### src/verilog/dsw_regs.svh
/*
 * Constants for the serial write port of the synthesiser: word layout,
 * field positions, reset values and link timing counts.
 * Assumes inclusion by bare name from the package and both ends.
 */
`ifndef DSW_REGS_SVH
`define DSW_REGS_SVH

// ----------------------------------------------------------------------
// Word layout
// ----------------------------------------------------------------------
`define DSW_WORD_BITS      16
`define DSW_CTRL_MSB       15
`define DSW_CTRL_LSB       12
`define DSW_ADDR_MSB       11
`define DSW_ADDR_LSB       8
`define DSW_DATA_MSB       7
`define DSW_DATA_LSB       0
`define DSW_PHASE_SEL_BIT  13
`define DSW_FREQ_SEL_BIT   14
`define DSW_PHASE_CODE     2'h3
`define DSW_FREQ0_CODE     2'h1
`define DSW_FREQ1_CODE     2'h2
`define DSW_FREQ_BITS      14
`define DSW_PHASE_BITS     12

// ----------------------------------------------------------------------
// Reset values
// ----------------------------------------------------------------------
`define DSW_FREQ_RESET     14'h0000
`define DSW_PHASE_RESET    12'h000

// ----------------------------------------------------------------------
// Timing: shift clock at most 40 MHz; host divides its 50 ns clock
// ----------------------------------------------------------------------
`define DSW_SCLK_MAX_MHZ   40
`define DSW_CLK_MHZ        20
`define DSW_SCLK_HALF_CYC  4
`define DSW_HALF_CNT_W     3

`endif
### src/verilog/dsw_pkg.sv
/*
 * Types shared by both ends of the serial write port.
 * Assumes dsw_regs.svh is on the include path.
 */
`include "dsw_regs.svh"

package dsw_pkg;
	typedef logic [`DSW_WORD_BITS-1:0]  dsw_word_type;
	typedef logic [`DSW_FREQ_BITS-1:0]  dsw_freq_type;
	typedef logic [`DSW_PHASE_BITS-1:0] dsw_phase_type;
	typedef enum logic [1:0] {
		DSW_H_IDLE,
		DSW_H_LOW,
		DSW_H_HIGH,
		DSW_H_END
	} dsw_host_state_type;
endpackage

### src/verilog/dsw_link_if.sv
/*
 * Three-wire link between host (master) and synthesiser (slave).
 * Assumes both ends share the wires; no clocking block.
 */
interface dsw_link_if;
	logic serial_clk;
	logic serial_data_in;
	logic frame_sync_n;

	modport host_mp (
		output serial_clk,
		output serial_data_in,
		output frame_sync_n
	);
	modport dev_mp (
		input serial_clk,
		input serial_data_in,
		input frame_sync_n
	);
endinterface

### src/verilog/dsw_device.sv
/*
 * Device end: receives 16-bit words on the three-wire link, decodes
 * them into two frequency and two phase registers, and selects one
 * of each from pins for keying.
 * Assumes link pins are asynchronous to clk and slow against it.
 */
`include "dsw_regs.svh"

// Summary of operation
// - Shift clock up to 40 MHz accepted; this end only sees edges of a shift clock slow against clk
// - Free-running or parked clock corrupts nothing
// - Host holds frame low for all 16 bits
// - One frame low period is one word
// - Data sampled on shift-clock falling edges
// - Byte hosts keep frame low across two bytes
// - First bit received is the MSB
// - Word splits control, address, eight-bit payload
// - Active-high frame syncs are inverted by host
// - Select pin chooses active frequency register
// - Two phase registers, selected one applied
// - Top bits 11 write phase, bit 13 picks
module dsw_device
	import dsw_pkg::*;
(
	// Clock and reset
	input  wire logic          clk,
	input  wire logic          rst,
	input  wire logic          ce,
	// Link
	dsw_link_if.dev_mp         link,
	// Keying pins
	input  wire logic          freq_reg_select_pin,
	input  wire logic          phase_reg_select_pin,
	// Results
	output dsw_pkg::dsw_freq_type  active_freq,
	output dsw_pkg::dsw_phase_type active_phase,
	output dsw_pkg::dsw_word_type  last_word,
	output logic               word_strobe,
	output logic [3:0]         word_ctrl,
	output logic [3:0]         word_addr,
	output logic [7:0]         word_payload
);
	import dsw_pkg::*;

	// ------------------------------------------------------------------
	// Synchronisers, two flops on every outside input
	// ------------------------------------------------------------------
	logic [4:0] s1_reg, s2_reg, s1_next, s2_next;
	logic       sclk_prev_reg, sclk_prev_next;

	always_comb begin
		s1_next = {phase_reg_select_pin, freq_reg_select_pin,
			link.frame_sync_n, link.serial_data_in, link.serial_clk};
		s2_next = s1_reg;
		sclk_prev_next = s2_reg[0];
	end

	// ------------------------------------------------------------------
	// Receiver
	// ------------------------------------------------------------------
	dsw_word_type sh_reg, sh_next;
	logic [4:0]   cnt_reg, cnt_next;
	logic         got_reg, got_next;
	logic         fall, frame;

	// Edges inside a frame only, so idle clock parks harmlessly
	assign fall  = sclk_prev_reg && !s2_reg[0];
	assign frame = !s2_reg[2];

	always_comb begin
		sh_next  = sh_reg;
		cnt_next = cnt_reg;
		got_next = 1'b0;
		if (!frame) begin
			// Short or aborted frame just resets the count
			cnt_next = 5'h0;
		end else if (fall && cnt_reg != 5'(`DSW_WORD_BITS)) begin
			sh_next  = {sh_reg[`DSW_WORD_BITS-2:0], s2_reg[1]};
			cnt_next = cnt_reg + 5'h1;
			// Sixteenth edge completes the word; later edges ignored
			got_next = (cnt_reg == 5'(`DSW_WORD_BITS - 1));
		end
	end

	// Synchroniser flops; reset loads clock, data and frame high and both select pins low
	always_ff @(posedge clk) begin
		if (rst) begin
			s1_reg  <= 5'h07;
			s2_reg  <= 5'h07;
			sclk_prev_reg <= 1'b1;
		end else if (ce) begin
			s1_reg  <= s1_next;
			s2_reg  <= s2_next;
			sclk_prev_reg <= sclk_prev_next;
		end
	end

	// Shift register and bit count
	always_ff @(posedge clk) begin
		if (rst) begin
			sh_reg  <= '0;
			cnt_reg <= 5'h0;
			got_reg <= 1'b0;
		end else if (ce) begin
			sh_reg  <= sh_next;
			cnt_reg <= cnt_next;
			got_reg <= got_next;
		end
	end

	// ------------------------------------------------------------------
	// Decode of the accepted word
	// ------------------------------------------------------------------
	logic [1:0] kind;
	logic       is_phase, is_freq0, is_freq1;
	logic [1:0] f_load, p_load;

	always_comb begin
		kind     = sh_reg[`DSW_CTRL_MSB -: 2];
		is_phase = got_reg && (kind == `DSW_PHASE_CODE);
		is_freq0 = got_reg && (kind == `DSW_FREQ0_CODE);
		is_freq1 = got_reg && (kind == `DSW_FREQ1_CODE);
		// Control words load nothing; they only reach the fields
		f_load   = {is_freq1, is_freq0};
		p_load   = {is_phase && sh_reg[`DSW_PHASE_SEL_BIT],
			is_phase && !sh_reg[`DSW_PHASE_SEL_BIT]};
	end

	// ------------------------------------------------------------------
	// Register bank, one frequency and one phase entry per index
	// ------------------------------------------------------------------
	dsw_freq_type  f_reg [2];
	dsw_freq_type  f_next [2];
	dsw_phase_type p_reg [2];
	dsw_phase_type p_next [2];

	for (genvar gi = 0; gi < 2; gi++) begin : g_bank
		// Each entry loads only from a whole word; partial frames
		// never raise a load, so the entry keeps its value
		always_comb begin
			f_next[gi] = f_reg[gi];
			p_next[gi] = p_reg[gi];
			if (f_load[gi])
				f_next[gi] = sh_reg[`DSW_FREQ_BITS-1:0];
			if (p_load[gi])
				p_next[gi] = sh_reg[`DSW_PHASE_BITS-1:0];
		end

		always_ff @(posedge clk) begin
			if (rst) begin
				f_reg[gi] <= `DSW_FREQ_RESET;
				p_reg[gi] <= `DSW_PHASE_RESET;
			end else if (ce) begin
				f_reg[gi] <= f_next[gi];
				p_reg[gi] <= p_next[gi];
			end
		end
	end

	// ------------------------------------------------------------------
	// Outputs
	// ------------------------------------------------------------------
	dsw_freq_type  act_f_next;
	dsw_phase_type act_p_next;

	// Selection reads next values, so a fresh load shows one cycle early
	always_comb begin
		act_f_next = f_next[s2_reg[3]];
		act_p_next = p_next[s2_reg[4]];
	end

	always_ff @(posedge clk) begin
		if (rst) begin
			active_freq  <= `DSW_FREQ_RESET;
			active_phase <= `DSW_PHASE_RESET;
			last_word    <= '0;
			word_strobe  <= 1'b0;
			word_ctrl    <= 4'h0;
			word_addr    <= 4'h0;
			word_payload <= 8'h00;
		end else if (ce) begin
			active_freq  <= act_f_next;
			active_phase <= act_p_next;
			word_strobe  <= got_reg;
			if (got_reg) begin
				last_word    <= sh_reg;
				// Field split of the accepted word
				word_ctrl    <= sh_reg[`DSW_CTRL_MSB:`DSW_CTRL_LSB];
				word_addr    <= sh_reg[`DSW_ADDR_MSB:`DSW_ADDR_LSB];
				word_payload <= sh_reg[`DSW_DATA_MSB:`DSW_DATA_LSB];
			end
		end
	end
endmodule

### src/flat_wrapper.sv
// flat-port wrapper written by rule: the top's interface ports become plain ports
module dsw_device_flat import dsw_pkg::*;
  (clk, rst, ce, freq_reg_select_pin, phase_reg_select_pin, active_freq, active_phase, last_word, word_strobe, word_ctrl, word_addr, word_payload, link_serial_clk, link_serial_data_in, link_frame_sync_n);
  dsw_link_if link_i ();
  input  wire logic clk;
  input  wire logic rst;
  input  wire logic ce;
  input  wire logic freq_reg_select_pin;
  input  wire logic phase_reg_select_pin;
  output dsw_pkg::dsw_freq_type active_freq;
  output dsw_pkg::dsw_phase_type active_phase;
  output dsw_pkg::dsw_word_type last_word;
  output logic word_strobe;
  output logic [3:0] word_ctrl;
  output logic [3:0] word_addr;
  output logic [7:0] word_payload;
  input wire logic [$bits(link_i.serial_clk)-1:0] link_serial_clk;
  input wire logic [$bits(link_i.serial_data_in)-1:0] link_serial_data_in;
  input wire logic [$bits(link_i.frame_sync_n)-1:0] link_frame_sync_n;
  assign link_i.serial_clk = link_serial_clk;
  assign link_i.serial_data_in = link_serial_data_in;
  assign link_i.frame_sync_n = link_frame_sync_n;
  dsw_device u_core (.clk(clk), .rst(rst), .ce(ce), .link(link_i), .freq_reg_select_pin(freq_reg_select_pin), .phase_reg_select_pin(phase_reg_select_pin), .active_freq(active_freq), .active_phase(active_phase), .last_word(last_word), .word_strobe(word_strobe), .word_ctrl(word_ctrl), .word_addr(word_addr), .word_payload(word_payload));
endmodule
### config.mk
export PLATFORM = sky130hd
export DESIGN_NAME = dsw_device_flat
export DESIGN_NICKNAME = d
export VERILOG_FILES = /design/src/verilog/dsw_pkg.sv /design/src/verilog/dsw_link_if.sv /design/src/verilog/dsw_device.sv /design/src/flat_wrapper.sv
export VERILOG_INCLUDE_DIRS = /design/src /design/src/verilog
export SDC_FILE = /design/constraint.sdc
export NUM_CORES = 1
export LEC_CHECK = 0
export ABC_AREA = 1
export BUFFER_PORTS_ARGS = -buffer_cell sky130_fd_sc_hd__clkbuf_2
export CAP_MARGIN = 20
export CELL_PAD_IN_SITES_DETAIL_PLACEMENT = 1
export CELL_PAD_IN_SITES_GLOBAL_PLACEMENT = 1
export CORE_MARGIN = 5
export CORE_UTILIZATION = 47
export CTS_BUF_LIST = sky130_fd_sc_hd__clkbuf_16
export CTS_CLUSTER_DIAMETER = 40
export DETAILED_ROUTE_END_ITERATION = 12
export PLACE_DENSITY = 0.91
export SKIP_CTS_REPAIR_TIMING = 1
export SYNTH_ARGS = -nofsm -noshare
export SYNTH_HDL_FRONTEND = slang
export SYNTH_SLANG_ARGS = --single-unit
### constraint.sdc
create_clock -name clk -period 7.4 [get_ports clk]
set_clock_uncertainty 0.15 [all_clocks]
set_input_delay 1.85 -clock clk [delete_from_list [all_inputs] [get_ports clk]]
set_output_delay 1.85 -clock clk [all_outputs]
set_load 0.03 [all_outputs]
==> results of run 1 <==
==> metal layers <==
layer | part of all wire | wire length [µm] | global-route usage | up-vias
li1 | - | - | - | 2271
met1 | 0.40 | 6530 | 0.276 | 2369
met2 | 0.52 | 8370 | 0.403 | 126
met3 | 0.049 | 795 | 0.0578 | 36
met4 | 0.030 | 488 | 0.101 | 0
met5 | 0 | 0 | 0 | -
==> stage by stage <==
| step | utilization | setup slack [ps] | power [mW] | std cells | instance area [µm²] |
|---|---|---|---|---|---|
| final | 0.553 | 3520 | 1.65 | 869 | 6370 |
| after floorplan | - | 3390 | 0.855 | 676 | 5590 |
| after CTS | 0.553 | 3560 | 1.66 | 869 | 6370 |
| after global routing | 0.553 | 3360 | 1.71 | 869 | 6370 |
| after global placement | 0.505 | 3270 | 0.877 | 836 | 5810 |
| after detailed placement | 0.507 | 3170 | 0.886 | 837 | 5830 |
==> cell families (layout without fill, tap and decap cells) <==
family | after synthesis | count (layout) | synth area share
buffers and inverters | 102 | 152 | 0.0895
DFF | 128 | 128 | 0.551
adders and majority gates | 3 | 3 | 0.00672
AOI/OAI and AO/OA | 105 | 105 | 0.0953
xor gates and xnor gates | 1 | 1 | 0.00157
and+or+nand+nor | 337 | 337 | 0.255
==> cell usage after synthesis (2+ instances only) <==
master,instances
sky130_fd_sc_hd__buf_4,21
sky130_fd_sc_hd__buf_6,3
sky130_fd_sc_hd__buf_2,12
sky130_fd_sc_hd__nor2_4,2
sky130_fd_sc_hd__dfxtp_1,76
sky130_fd_sc_hd__buf_1,5
sky130_fd_sc_hd__nor2_1,66
sky130_fd_sc_hd__nand2_1,191
sky130_fd_sc_hd__o21ai_1,5
sky130_fd_sc_hd__o21ai_0,41
sky130_fd_sc_hd__a21oi_1,55
sky130_fd_sc_hd__inv_1,44
sky130_fd_sc_hd__o22ai_1,2
sky130_fd_sc_hd__clkinv_1,2
sky130_fd_sc_hd__nand3_4,3
sky130_fd_sc_hd__nand4_1,4
sky130_fd_sc_hd__nand3_1,68
sky130_fd_sc_hd__ha_1,3
sky130_fd_sc_hd__edfxtp_1,52
sky130_fd_sc_hd__inv_2,3
sky130_fd_sc_hd__clkbuf_1,11
==> layout make-up <==
cell class	instances	area (µm²)	share of cell area
inverters	50	189	0.0296
repair buffers	70	373	0.0585
well taps	143	179	0.0281
clock inverters	15	115	0.0181
multi-input cells	446	2010	0.315
clock buffers	17	425	0.0667
flip-flops and latches	128	3080	0.484
==> tightest hold or removal path, stage by stage, from the launching register on <==
cell and delay, ps:
sky130_fd_sc_hd__dfxtp_1 300, sky130_fd_sc_hd__nand2_1 60, sky130_fd_sc_hd__nand2_1 40
==> final timing paths <==
| check | from | endpoint | slack, ps | cells past startpoint |
|---|---|---|---|---|
| worst max-delay path | rst | u_core.active_freq[2]$_SDFFE_PP0P_ | 3520 | 8 |
| worst min-delay path | u_core.active_freq[9]$_SDFFE_PP0P_ | u_core.active_freq[9]$_SDFFE_PP0P_ | 300 | 2 |
| worst max register to register | u_core.sh_reg[13]$_SDFFE_PP0P_ | u_core.active_phase[9]$_SDFFE_PP0P_ | 5040 | 5 |
| worst min register to register | u_core.active_freq[9]$_SDFFE_PP0P_ | u_core.active_freq[9]$_SDFFE_PP0P_ | 300 | 2 |
==> power by group through the flow <==
stage | clock network (mW) | registers, mW | logic [mW]
3_3_place_gp | 0 | 0.787 | 0.0894
4_1_cts | 0.785 | 0.775 | 0.0995
6_report | 0.779 | 0.775 | 0.0985
5_1_grt | 0.824 | 0.777 | 0.109
2_1_floorplan | 0 | 0.800 | 0.0548
3_5_place_dp | 0 | 0.789 | 0.0970
==> flow_summary.rst, run 1 <==
.. list-table::
   :header-rows: 1

   * - Metric
     - Value
   * - Row count
     - 39
   * - Synthesized Nets
     - 687
   * - CP most frequent cell
     - sky130_fd_sc_hd__buf_4
   * - Largest net degree at the start of global routing
     - 37
   * - Max-capacitance violation count
     - 0
   * - Yosys warning count
     - 0
   * - Post-detailed-route count of antenna-violating nets
     - 0
   * - Number of buffers added on ports
     - 66
   * - Setup repair after global routing missed its margin
     - no
   * - Unique cell type count in the Yosys netlist
     - 28
   * - Synthesis-to-layout area growth
     - 14.0%
   * - Cell class contributing the biggest share of worst-path delay
     - buffers and inverters
   * - Cell-by-cell listing of the critical path
     - clkbuf_2 -> nor2_2 -> buf_4 -> inv_1 -> buf_4 -> nor2_1 -> nand2_1 -> nand3_1
   * - Sequential cell fraction of total power
     - 0.469
   * - Net switching share of the total power
     - 0.231
   * - Post-synthesis instance area
     - 5590 µm²
   * - Wirelength per Cell
     - roughly 19 µm
   * - Worst EP arrival
     - ~4000 ps
   * - Sum Neg Setup Slack
     - 0 ps
   * - Slowest Stage Delay on Critical Path
     - 640 ps
   * - Number of buffers created by CTS
     - 17
   * - Initial Util
     - 0.485
   * - Static Leakage
     - 2.81 nW
   * - PwrDens
     - approximately 260 nW/µm²
   * - Wire length of the first global-routing pass
     - 26200 µm
   * - Count of final hold-check violations
     - 0
   * - Crit end category
     - flop
   * - Result of the run
     - completed
   * - Most frequently used flop master after synthesis
     - sky130_fd_sc_hd__dfxtp_1
   * - Number of nets in the final layout
     - 724
   * - Required time worst endpoint
     - ~7500 ps
   * - Total iterations of the first detailed-routing run
     - 4
   * - Count of boundary I/O pins
     - 67
   * - Clock period minus final worst setup slack
     - 3880 ps
   * - Number of buffer and inverter instances along the worst setup path
     - 4
   * - Post-synth EDFFs
     - 52
   * - Finish-stage setup viols
     - 0
   * - Weighted congestion at the end of routability-driven global placement
     - 0.808
   * - Final Cycle Share
     - 0.524
   * - Worst IR Drop VDD
     - 149 µV
   * - Worst min path class
     - reg2reg
   * - Pint
     - approximately 1.3 mW
   * - Sum of routed wire length over all layers
     - 16200 µm
   * - Fillers
     - 1418
   * - Ant. Diodes
     - 0
   * - Maximum root-to-sink buffer count
     - 2
   * - Commonest non-fill, non-tap cell in the layout
     - sky130_fd_sc_hd__nand2_1
   * - Number of design rule violations left after detail routing
     - 0
   * - Cells after synthesis
     - 676
   * - Combinational share of power
     - 0.060
   * - Sequential cell area fraction in the yosys report
     - 0.551
   * - Min Hold Slack
     - 302 ps
   * - Overall overflow remaining after global route
     - 0
   * - Worst Path Max Fanout
     - 33
   * - Setup Crit Path Kind
     - in2reg
   * - Most used cells in the layout excluding fill and tap cells
     - sky130_fd_sc_hd__nand2_1, sky130_fd_sc_hd__dfxtp_1, sky130_fd_sc_hd__nand3_1, sky130_fd_sc_hd__clkbuf_2, sky130_fd_sc_hd__nor2_1
   * - CTS H-tree depth
     - 4
   * - Insertion delay to the later sink of the worst-skew pair
     - between 400 and 500 ps
   * - Share of power burned in the clock network
     - 0.472
   * - Share of Yosys cell area claimed by the top area cell type
     - 0.279
   * - Flip-flop count of the largest register, all copies and words added
     - 28
   * - Vias in the first global route
     - 5119
   * - Via count
     - 4802
   * - Top cells by area in the synthesized netlist
     - sky130_fd_sc_hd__edfxtp_1, sky130_fd_sc_hd__dfxtp_1, sky130_fd_sc_hd__nand2_1
   * - Initial antenna violation count
     - 0
   * - Die area
     - 14200 µm²
   * - Normalized max-slew margin
     - 0.424
   * - Initial detailed-routing violation count
     - 382
   * - Share of flip-flops with an asynchronous set or reset
     - 0
   * - Number of max-slew violations in the final report
     - 0
   * - Post-synthesis cell type with the largest combined area
     - sky130_fd_sc_hd__edfxtp_1
   * - Core region area
     - about 12000 µm²
   * - Count of clock tree sinks
     - 128
   * - Critical Path Slowest Stage Cell
     - sky130_fd_sc_hd__inv_1
   * - Fraction of final layout cells with drive strength greater than 1
     - 0.146
   * - Mean instance size in the synthesized netlist
     - 8.27 µm²
   * - Root Buffer
     - sky130_fd_sc_hd__clkbuf_16
   * - Type of element launching the critical path
     - input port
   * - CTS clock-pin slew for the worst setup and hold paths
     - roughly 50 ps
   * - Power dissipated by switching net loads
     - 0.383 mW
   * - Total of flip-flops plus latches after synthesis
     - 128
   * - Actual slew at the worst max-slew pin
     - about 860 ps
   * - Vias per std cell
     - 5.53
   * - Fmax
     - about 260 MHz
   * - Global-route usage over all layers
     - 0.234
   * - Chip width
     - about 120 µm
   * - Vertical die dimension
     - 119 µm
   * - Clock tree from TritonCTS
     - done
   * - Hpwl dp
     - slightly above 10000 µm
Note: power is estimated with default switching activity, not from simulation.
==> inputs of run 2 (changes only) <==
--- a/config.mk
+++ b/config.mk
@@ -12,11 +12,11 @@
 export CELL_PAD_IN_SITES_DETAIL_PLACEMENT = 1
 export CELL_PAD_IN_SITES_GLOBAL_PLACEMENT = 1
 export CORE_MARGIN = 5
-export CORE_UTILIZATION = 47
+export CORE_UTILIZATION = 39
 export CTS_BUF_LIST = sky130_fd_sc_hd__clkbuf_16
 export CTS_CLUSTER_DIAMETER = 40
 export DETAILED_ROUTE_END_ITERATION = 12
-export PLACE_DENSITY = 0.91
+export PLACE_DENSITY = 0.81
 export SKIP_CTS_REPAIR_TIMING = 1
 export SYNTH_ARGS = -nofsm -noshare
 export SYNTH_HDL_FRONTEND = slang
==> constraint.sdc (replaced) <==
create_clock -name clk -period 3.2 [get_ports clk]
set_clock_uncertainty 0.15 [all_clocks]
set_input_delay 0.8 -clock clk [delete_from_list [all_inputs] [get_ports clk]]
set_output_delay 0.8 -clock clk [all_outputs]
set_load 0.03 [all_outputs]
==> flow_summary.rst, run 2 (synthesized netlist as in run 1, its figures left out) <==
.. list-table::
   :header-rows: 1

   * - Metric
     - Value
   * - Initial antenna violation count
     - 0
   * - Flop2flop setup slack
     - 1020 ps
   * - Wire length of the first global-routing pass
     - roughly 24000 µm
   * - Chip width
     - 130 µm
   * - Vertical die dimension
     - 130 µm
   * - Commonest non-fill, non-tap cell in the layout
     - sky130_fd_sc_hd__nand2_1
   * - Final Cycle Share
     - 0.683
   * - Sum Neg Setup Slack
     - 0 ps
   * - Total iterations of the first detailed-routing run
     - 4
   * - Slowest Stage Delay on Critical Path
     - 740 ps
   * - Finish-stage setup viols
     - 0
   * - Flip-flop count of the largest register, all copies and words added
     - 28
   * - Synthesis-to-layout area growth
     - 16.4%
   * - CP most frequent cell
     - sky130_fd_sc_hd__nand3_1
   * - Worst IR Drop VDD
     - 370 µV
   * - CTS clock-pin slew for the worst setup and hold paths
     - 60 ps
   * - Worst min path class
     - reg2reg
   * - Actual slew at the worst max-slew pin
     - 950 ps
   * - Root Buffer
     - sky130_fd_sc_hd__clkbuf_16
   * - Maximum root-to-sink buffer count
     - 2
   * - Normalized max-slew margin
     - 0.364
   * - Static Leakage
     - 2.83 nW
   * - CTS H-tree depth
     - 4
   * - Overall overflow remaining after global route
     - 0
   * - Most used cells in the layout excluding fill and tap cells
     - sky130_fd_sc_hd__nand2_1, sky130_fd_sc_hd__dfxtp_1, sky130_fd_sc_hd__nand3_1, sky130_fd_sc_hd__clkbuf_2, sky130_fd_sc_hd__nor2_1
   * - Global-route usage over all layers
     - 0.187
   * - Cell-by-cell listing of the critical path
     - nand3_1 -> nor2_1 -> nand2_1 -> nand3_1 -> nand3_1 -> nand2_1
   * - Count of clock tree sinks
     - 128
   * - Worst setup timing slack at the placement stage
     - 792 ps
   * - Post-detailed-route count of antenna-violating nets
     - 0
   * - Number of max-slew violations in the final report
     - 0
   * - Count of final hold-check violations
     - 0
   * - Number of design rule violations left after detail routing
     - 0
   * - Worst EP arrival
     - 2400 ps
   * - Clock period minus final worst setup slack
     - 2180 ps
   * - Met1 Usage GRT
     - 0.234
   * - Setup Crit Path Kind
     - reg2reg
   * - Fmax
     - 458 MHz
   * - Largest net degree at the start of global routing
     - 60
   * - Multi-input gate area in the final layout
     - 2010 µm²
   * - Count of boundary I/O pins
     - 67
   * - Setup repair after global routing missed its margin
     - no
   * - Type of element launching the critical path
     - flop
   * - Via count
     - 4715
   * - Number of buffers added on ports
     - 66
   * - Initial detailed-routing violation count
     - 435
   * - Number of nets in the final layout
     - between 700 and 800
   * - Met2 global-route usage
     - 0.309
   * - Core region area
     - about 14000 µm²
   * - Required time worst endpoint
     - 3420 ps
   * - Fraction of final layout cells with drive strength greater than 1
     - 0.162
   * - Fin worst setup slack
     - 1020 ps
   * - Wirelength per Cell
     - 16.7 µm
   * - Most used routing layer in global routing
     - met2
   * - Clock tree from TritonCTS
     - done
   * - Result of the run
     - completed
   * - Ant. Diodes
     - 0
   * - Area taken by flip-flops and latches
     - 3080 µm²
   * - Fillers
     - 1692
   * - Sum of routed wire length over all layers
     - 15100 µm
   * - Max-capacitance violation count
     - 0
   * - Crit end category
     - flop
   * - Vias in the first global route
     - approximately 4800
   * - Critical Path Slowest Stage Cell
     - sky130_fd_sc_hd__nor2_1
   * - Number of buffers created by CTS
     - 17
   * - Initial Util
     - 0.400
   * - Insertion delay to the later sink of the worst-skew pair
     - 430 ps
   * - Hpwl dp
     - 9470 µm
   * - Vias per std cell
     - 5.19
   * - Die area
     - 16800 µm²
   * - Row count
     - 43
   * - Weighted congestion at the end of routability-driven global placement
     - 0.795
   * - Worst Path Max Fanout
     - 12
   * - PwrDens
     - between 600 and 700 nW/µm²
   * - Global routing usage on met3
     - 0.0499
## run 2: cell types whose count changed in the layout (fill, tap and decap cells not counted), moves of 2 or more
cell and change:
sky130_fd_sc_hd__clkinvlp_4 +2, sky130_fd_sc_hd__clkinv_1 -4, sky130_fd_sc_hd__buf_4 +2, sky130_fd_sc_hd__inv_1 -5, sky130_fd_sc_hd__clkinv_2 +2, sky130_fd_sc_hd__inv_4 +2
## run 2: layer usage
| layer | vias up | part of all wire |
|---|---|---|
| li1 | 2282 | - |
| met3 | 30 | 0.052 |
| met2 | 128 | 0.49 |
| met5 | - | 0 |
| met1 | 2275 | 0.44 |
| met4 | 0 | 0.023 |
## run 2: stage by stage
step	hold slack, ps	cells	instance area, µm²	power, mW	util
finish	304	909	6510	3.97	0.465
detailed placement	294	877	5910	2.05	0.423
global route	328	909	6510	4.11	0.465
global placement	290	877	5910	2.04	0.423
floorplan	280	676	5590	1.98	-
CTS	310	909	6510	4.02	0.465
## run 2: final timing paths
| check | startpoint | end | depth (start not counted) |
|---|---|---|---|
| max | u_core.got_reg$_SDFFE_PP0P_ | u_core.active_phase[11]$_SDFFE_PP0P_ | 6 |
| min | u_core.s1_reg[2]$_SDFFE_PP1P_ | u_core.s1_reg[2]$_SDFFE_PP1P_ | 2 |
| max reg2reg | u_core.got_reg$_SDFFE_PP0P_ | u_core.active_phase[11]$_SDFFE_PP0P_ | 6 |
| min reg2reg | u_core.s1_reg[2]$_SDFFE_PP1P_ | u_core.s1_reg[2]$_SDFFE_PP1P_ | 2 |
## run 2: area by class of cell
cell class              count  area share
flip-flops and latches    128       0.474
multi-input cells         446       0.309
well taps                 180      0.0346
inverters                  50      0.0290
clock inverters            15      0.0256
clock buffers              17      0.0654
repair buffers             73      0.0627
## run 2: worst max-delay path, delay by kind of cell, from the launching register on
kind             cells  cell delay (ps)
DFF                  1              560
and+or+nand+nor      6             1420
## run 2: power breakdown
group / switching, mW / internal (mW) / total [mW] / leakage, nW
sequential: 0.0263 / 1.76 / 1.79 / 1.19
clock: 0.741 / 1.22 / 1.96 / 0.287
combinational: 0.162 / 0.0642 / 0.226 / 1.35
total: 0.929 / 3.04 / 3.97 / 2.83
==> inputs of run 3 (changes only) <==
--- a/config.mk
+++ b/config.mk
@@ -6,17 +6,17 @@
 export SDC_FILE = /design/constraint.sdc
 export NUM_CORES = 1
 export LEC_CHECK = 0
-export ABC_AREA = 1
+export ABC_AREA = 0
 export BUFFER_PORTS_ARGS = -buffer_cell sky130_fd_sc_hd__clkbuf_2
 export CAP_MARGIN = 20
 export CELL_PAD_IN_SITES_DETAIL_PLACEMENT = 1
 export CELL_PAD_IN_SITES_GLOBAL_PLACEMENT = 1
 export CORE_MARGIN = 5
-export CORE_UTILIZATION = 39
+export CORE_UTILIZATION = 41
 export CTS_BUF_LIST = sky130_fd_sc_hd__clkbuf_16
 export CTS_CLUSTER_DIAMETER = 40
 export DETAILED_ROUTE_END_ITERATION = 12
-export PLACE_DENSITY = 0.81
+export PLACE_DENSITY = 0.82
 export SKIP_CTS_REPAIR_TIMING = 1
 export SYNTH_ARGS = -nofsm -noshare
 export SYNTH_HDL_FRONTEND = slang
==> constraint.sdc (replaced) <==
create_clock -name clk -period 1.95 [get_ports clk]
set_clock_uncertainty 0.15 [all_clocks]
set_input_delay 0.4875 -clock clk [delete_from_list [all_inputs] [get_ports clk]]
set_output_delay 0.4875 -clock clk [all_outputs]
set_load 0.03 [all_outputs]
==> flow_summary.rst, run 3 <==
.. list-table::
   :header-rows: 1

   * - Metric
     - Value
   * - Max-capacitance violation count
     - 0
   * - Count of clock tree sinks
     - 128
   * - Required time worst endpoint
     - 2060 ps
   * - Met2 wire length
     - 8220 µm
   * - Share of flip-flops with an asynchronous set or reset
     - 0
   * - Setup repair after global routing missed its margin
     - no
   * - Worst EP arrival
     - 1990 ps
   * - Unique cell type count in the Yosys netlist
     - 36
   * - Core region area
     - 13800 µm²
   * - Post-synthesis instance area
     - 5740 µm²
   * - Initial antenna violation count
     - 0
   * - Synthesized Nets
     - 594
   * - Commonest non-fill, non-tap cell in the layout
     - sky130_fd_sc_hd__nand2_1
   * - Max Used Layer
     - met4
   * - Cell with the most instances after synthesis
     - sky130_fd_sc_hd__nand2_1
   * - Vias in the first global route
     - 4722
   * - Mean instance size in the synthesized netlist
     - ~10 µm²
   * - Final standard cell count with taps included and fillers excluded
     - 821
   * - Post-detailed-route count of antenna-violating nets
     - 0
   * - Total of flip-flops plus latches after synthesis
     - between 100 and 150
   * - Final Cycle Share
     - 0.962
   * - Number of max-slew violations in the final report
     - 0
   * - Vias per std cell
     - approximately 5.3
   * - Overall overflow remaining after global route
     - 0
   * - Global-route usage over all layers
     - 0.191
   * - CTS H-tree depth
     - 4
   * - Sequential cell area fraction in the yosys report
     - 0.537
   * - Finish-stage setup viols
     - 0
   * - Largest net degree at the start of global routing
     - 67
   * - Count of final hold-check violations
     - 0
   * - Metal1 wirelength
     - 6340 µm
   * - Number of buffers created by CTS
     - 17
   * - Total iterations of the first detailed-routing run
     - 4
   * - Actual slew at the worst max-slew pin
     - a little over 600 ps
   * - Fraction of final layout cells with drive strength greater than 1
     - 0.218
   * - Root Buffer
     - sky130_fd_sc_hd__clkbuf_16
   * - Maximum root-to-sink buffer count
     - 2
   * - Chip width
     - roughly 130 µm
   * - Fmax
     - 533 MHz
   * - PwrDens
     - just under 900 nW/µm²
   * - Insertion delay to the later sink of the worst-skew pair
     - between 400 and 500 ps
   * - Via count
     - between 4000 and 5000
   * - Type of element launching the critical path
     - flop
   * - Synthesis-to-layout area growth
     - 16.4%
   * - Most used cells in the layout excluding fill and tap cells
     - sky130_fd_sc_hd__nand2_1, sky130_fd_sc_hd__dfxtp_1, sky130_fd_sc_hd__clkbuf_2, sky130_fd_sc_hd__a21oi_1, sky130_fd_sc_hd__mux2i_1
   * - Post-synth EDFFs
     - 52
   * - Crit end category
     - flop
   * - Cells after synthesis
     - 583
   * - Post-synthesis cell type with the largest combined area
     - sky130_fd_sc_hd__edfxtp_1
   * - Top cells by area in the synthesized netlist
     - sky130_fd_sc_hd__edfxtp_1, sky130_fd_sc_hd__dfxtp_1, sky130_fd_sc_hd__nand2_1
   * - Number of design rule violations left after detail routing
     - 0
   * - Wirelength per Cell
     - 18.8 µm
   * - Yosys warning count
     - 0
   * - Normalized max-slew margin
     - 0.586
   * - Number of nets in the final layout
     - 639
   * - Worst Path Max Fanout
     - 20
   * - Static Leakage
     - 2.80 nW
   * - Setup Crit Path Kind
     - reg2reg
   * - Initial Util
     - 0.415
   * - Clock period minus final worst setup slack
     - approximately 1900 ps
   * - Min Hold Slack
     - ~140 ps
   * - Clock tree from TritonCTS
     - done
   * - Worst min path class
     - in2reg
   * - Die area
     - approximately 16000 µm²
   * - Ant. Diodes
     - 0
   * - Most frequent cells after synthesis
     - sky130_fd_sc_hd__nand2_1, sky130_fd_sc_hd__dfxtp_1, sky130_fd_sc_hd__a21oi_1, sky130_fd_sc_hd__mux2i_1, sky130_fd_sc_hd__edfxtp_1
   * - Initial detailed-routing violation count
     - 308
   * - Share of Yosys cell area claimed by the top area cell type
     - 0.272
   * - Number of buffers added on ports
     - 66
   * - Row count
     - 43
   * - Count of boundary I/O pins
     - 67
   * - Wire length on met3
     - 614 µm
   * - Wire length of the first global-routing pass
     - 24500 µm
   * - Flip-flop count of the largest register, all copies and words added
     - 28
   * - Hpwl dp
     - 9990 µm
   * - Most frequently used flop master after synthesis
     - sky130_fd_sc_hd__dfxtp_1
   * - Sum of routed wire length over all layers
     - 15400 µm
   * - Result of the run
     - completed
   * - CTS clock-pin slew for the worst setup and hold paths
     - about 50 ps
   * - Finished Core Util
     - 0.484
   * - Placed Cells incl. Taps
     - 788
   * - Weighted congestion at the end of routability-driven global placement
     - 0.807
   * - Worst IR Drop VDD
     - 610 µV
   * - Vertical die dimension
     - 128 µm
   * - Overall power after layout
     - a little under 6 mW
==> run 3: cell count changes after synthesis, sizes merged, moves of 28 or more <==
cell / delta
o21ai: -32
mux2i: +56
nand2: -42
nor2: -28
nand3: -71
inv: -40
==> run 3: final timing paths <==
check	slack, ps	endpoint	start	cells past startpoint
max	70	u_core.sh_reg[6]$_SDFFE_PP0P_	u_core.cnt_reg[0]$_SDFFE_PP0P_	7
min	140	u_core.s1_reg[0]$_SDFFE_PP1P_	link_serial_clk	3
max reg2reg	70	u_core.sh_reg[6]$_SDFFE_PP0P_	u_core.cnt_reg[0]$_SDFFE_PP0P_	7
min reg2reg	300	u_core.active_freq[11]$_SDFFE_PP0P_	u_core.active_freq[11]$_SDFFE_PP0P_	2
==> run 3: per-layer routing <==
| layer | global-route usage | up-vias |
|---|---|---|
| met4 | 0.0780 | 0 |
| met2 | 0.345 | 75 |
| met1 | 0.220 | 2217 |
| li1 | - | 2079 |
| met3 | 0.0403 | 21 |
| met5 | 0 | - |
==> run 3: cells by family (layout without fill, tap and decap cells) <==
logic type | after synthesis | after routing | synth area share
and+or+nand+nor | 207 | 207 | 0.152
DFF | 128 | 128 | 0.537
AOI/OAI and AO/OA | 101 | 101 | 0.106
buffers and inverters | 74 | 132 | 0.0717
muxes | 70 | 70 | 0.127
adders and majority gates | 3 | 3 | 0.00654
==> run 3: worst max-delay path: stages (launching register included) <==
cell and delay (ps):
sky130_fd_sc_hd__dfxtp_2 370, sky130_fd_sc_hd__inv_1 60, sky130_fd_sc_hd__ha_1 200, sky130_fd_sc_hd__nand4bb_1 170, sky130_fd_sc_hd__and4b_2 300, sky130_fd_sc_hd__buf_12 190, sky130_fd_sc_hd__mux2i_1 210, sky130_fd_sc_hd__nor2_1 80
==> run 3: stage by stage <==
stage / setup TNS (ps) / worst slack, ps / cell area [µm²]
2_1_floorplan: -11590 / -223 / 5770
3_3_place_gp: 0 / 136 / 6180
3_5_place_dp: 0 / 82.3 / 6180
4_1_cts: -41.9 / -19.9 / 6670
5_1_grt: 0 / 7.31 / 6690
6_report: 0 / 73.3 / 6690
==> run 3: power breakdown <==
group	internal, mW	switching, mW
Sequential	2.89	0.0506
Combinational	0.135	0.252
Clock	1.56	1.08
Total	4.59	1.38
==> run 3: final cells by class <==
type                       count  area (µm²)
clock inverter                15        66.3
sequential                   128        3090
fill                        1527        7140
timing repair buffer          92         588
multi-input combinational    381        2260
clock buffer                  17         425
tap                          180         225
inverter                       8        33.8
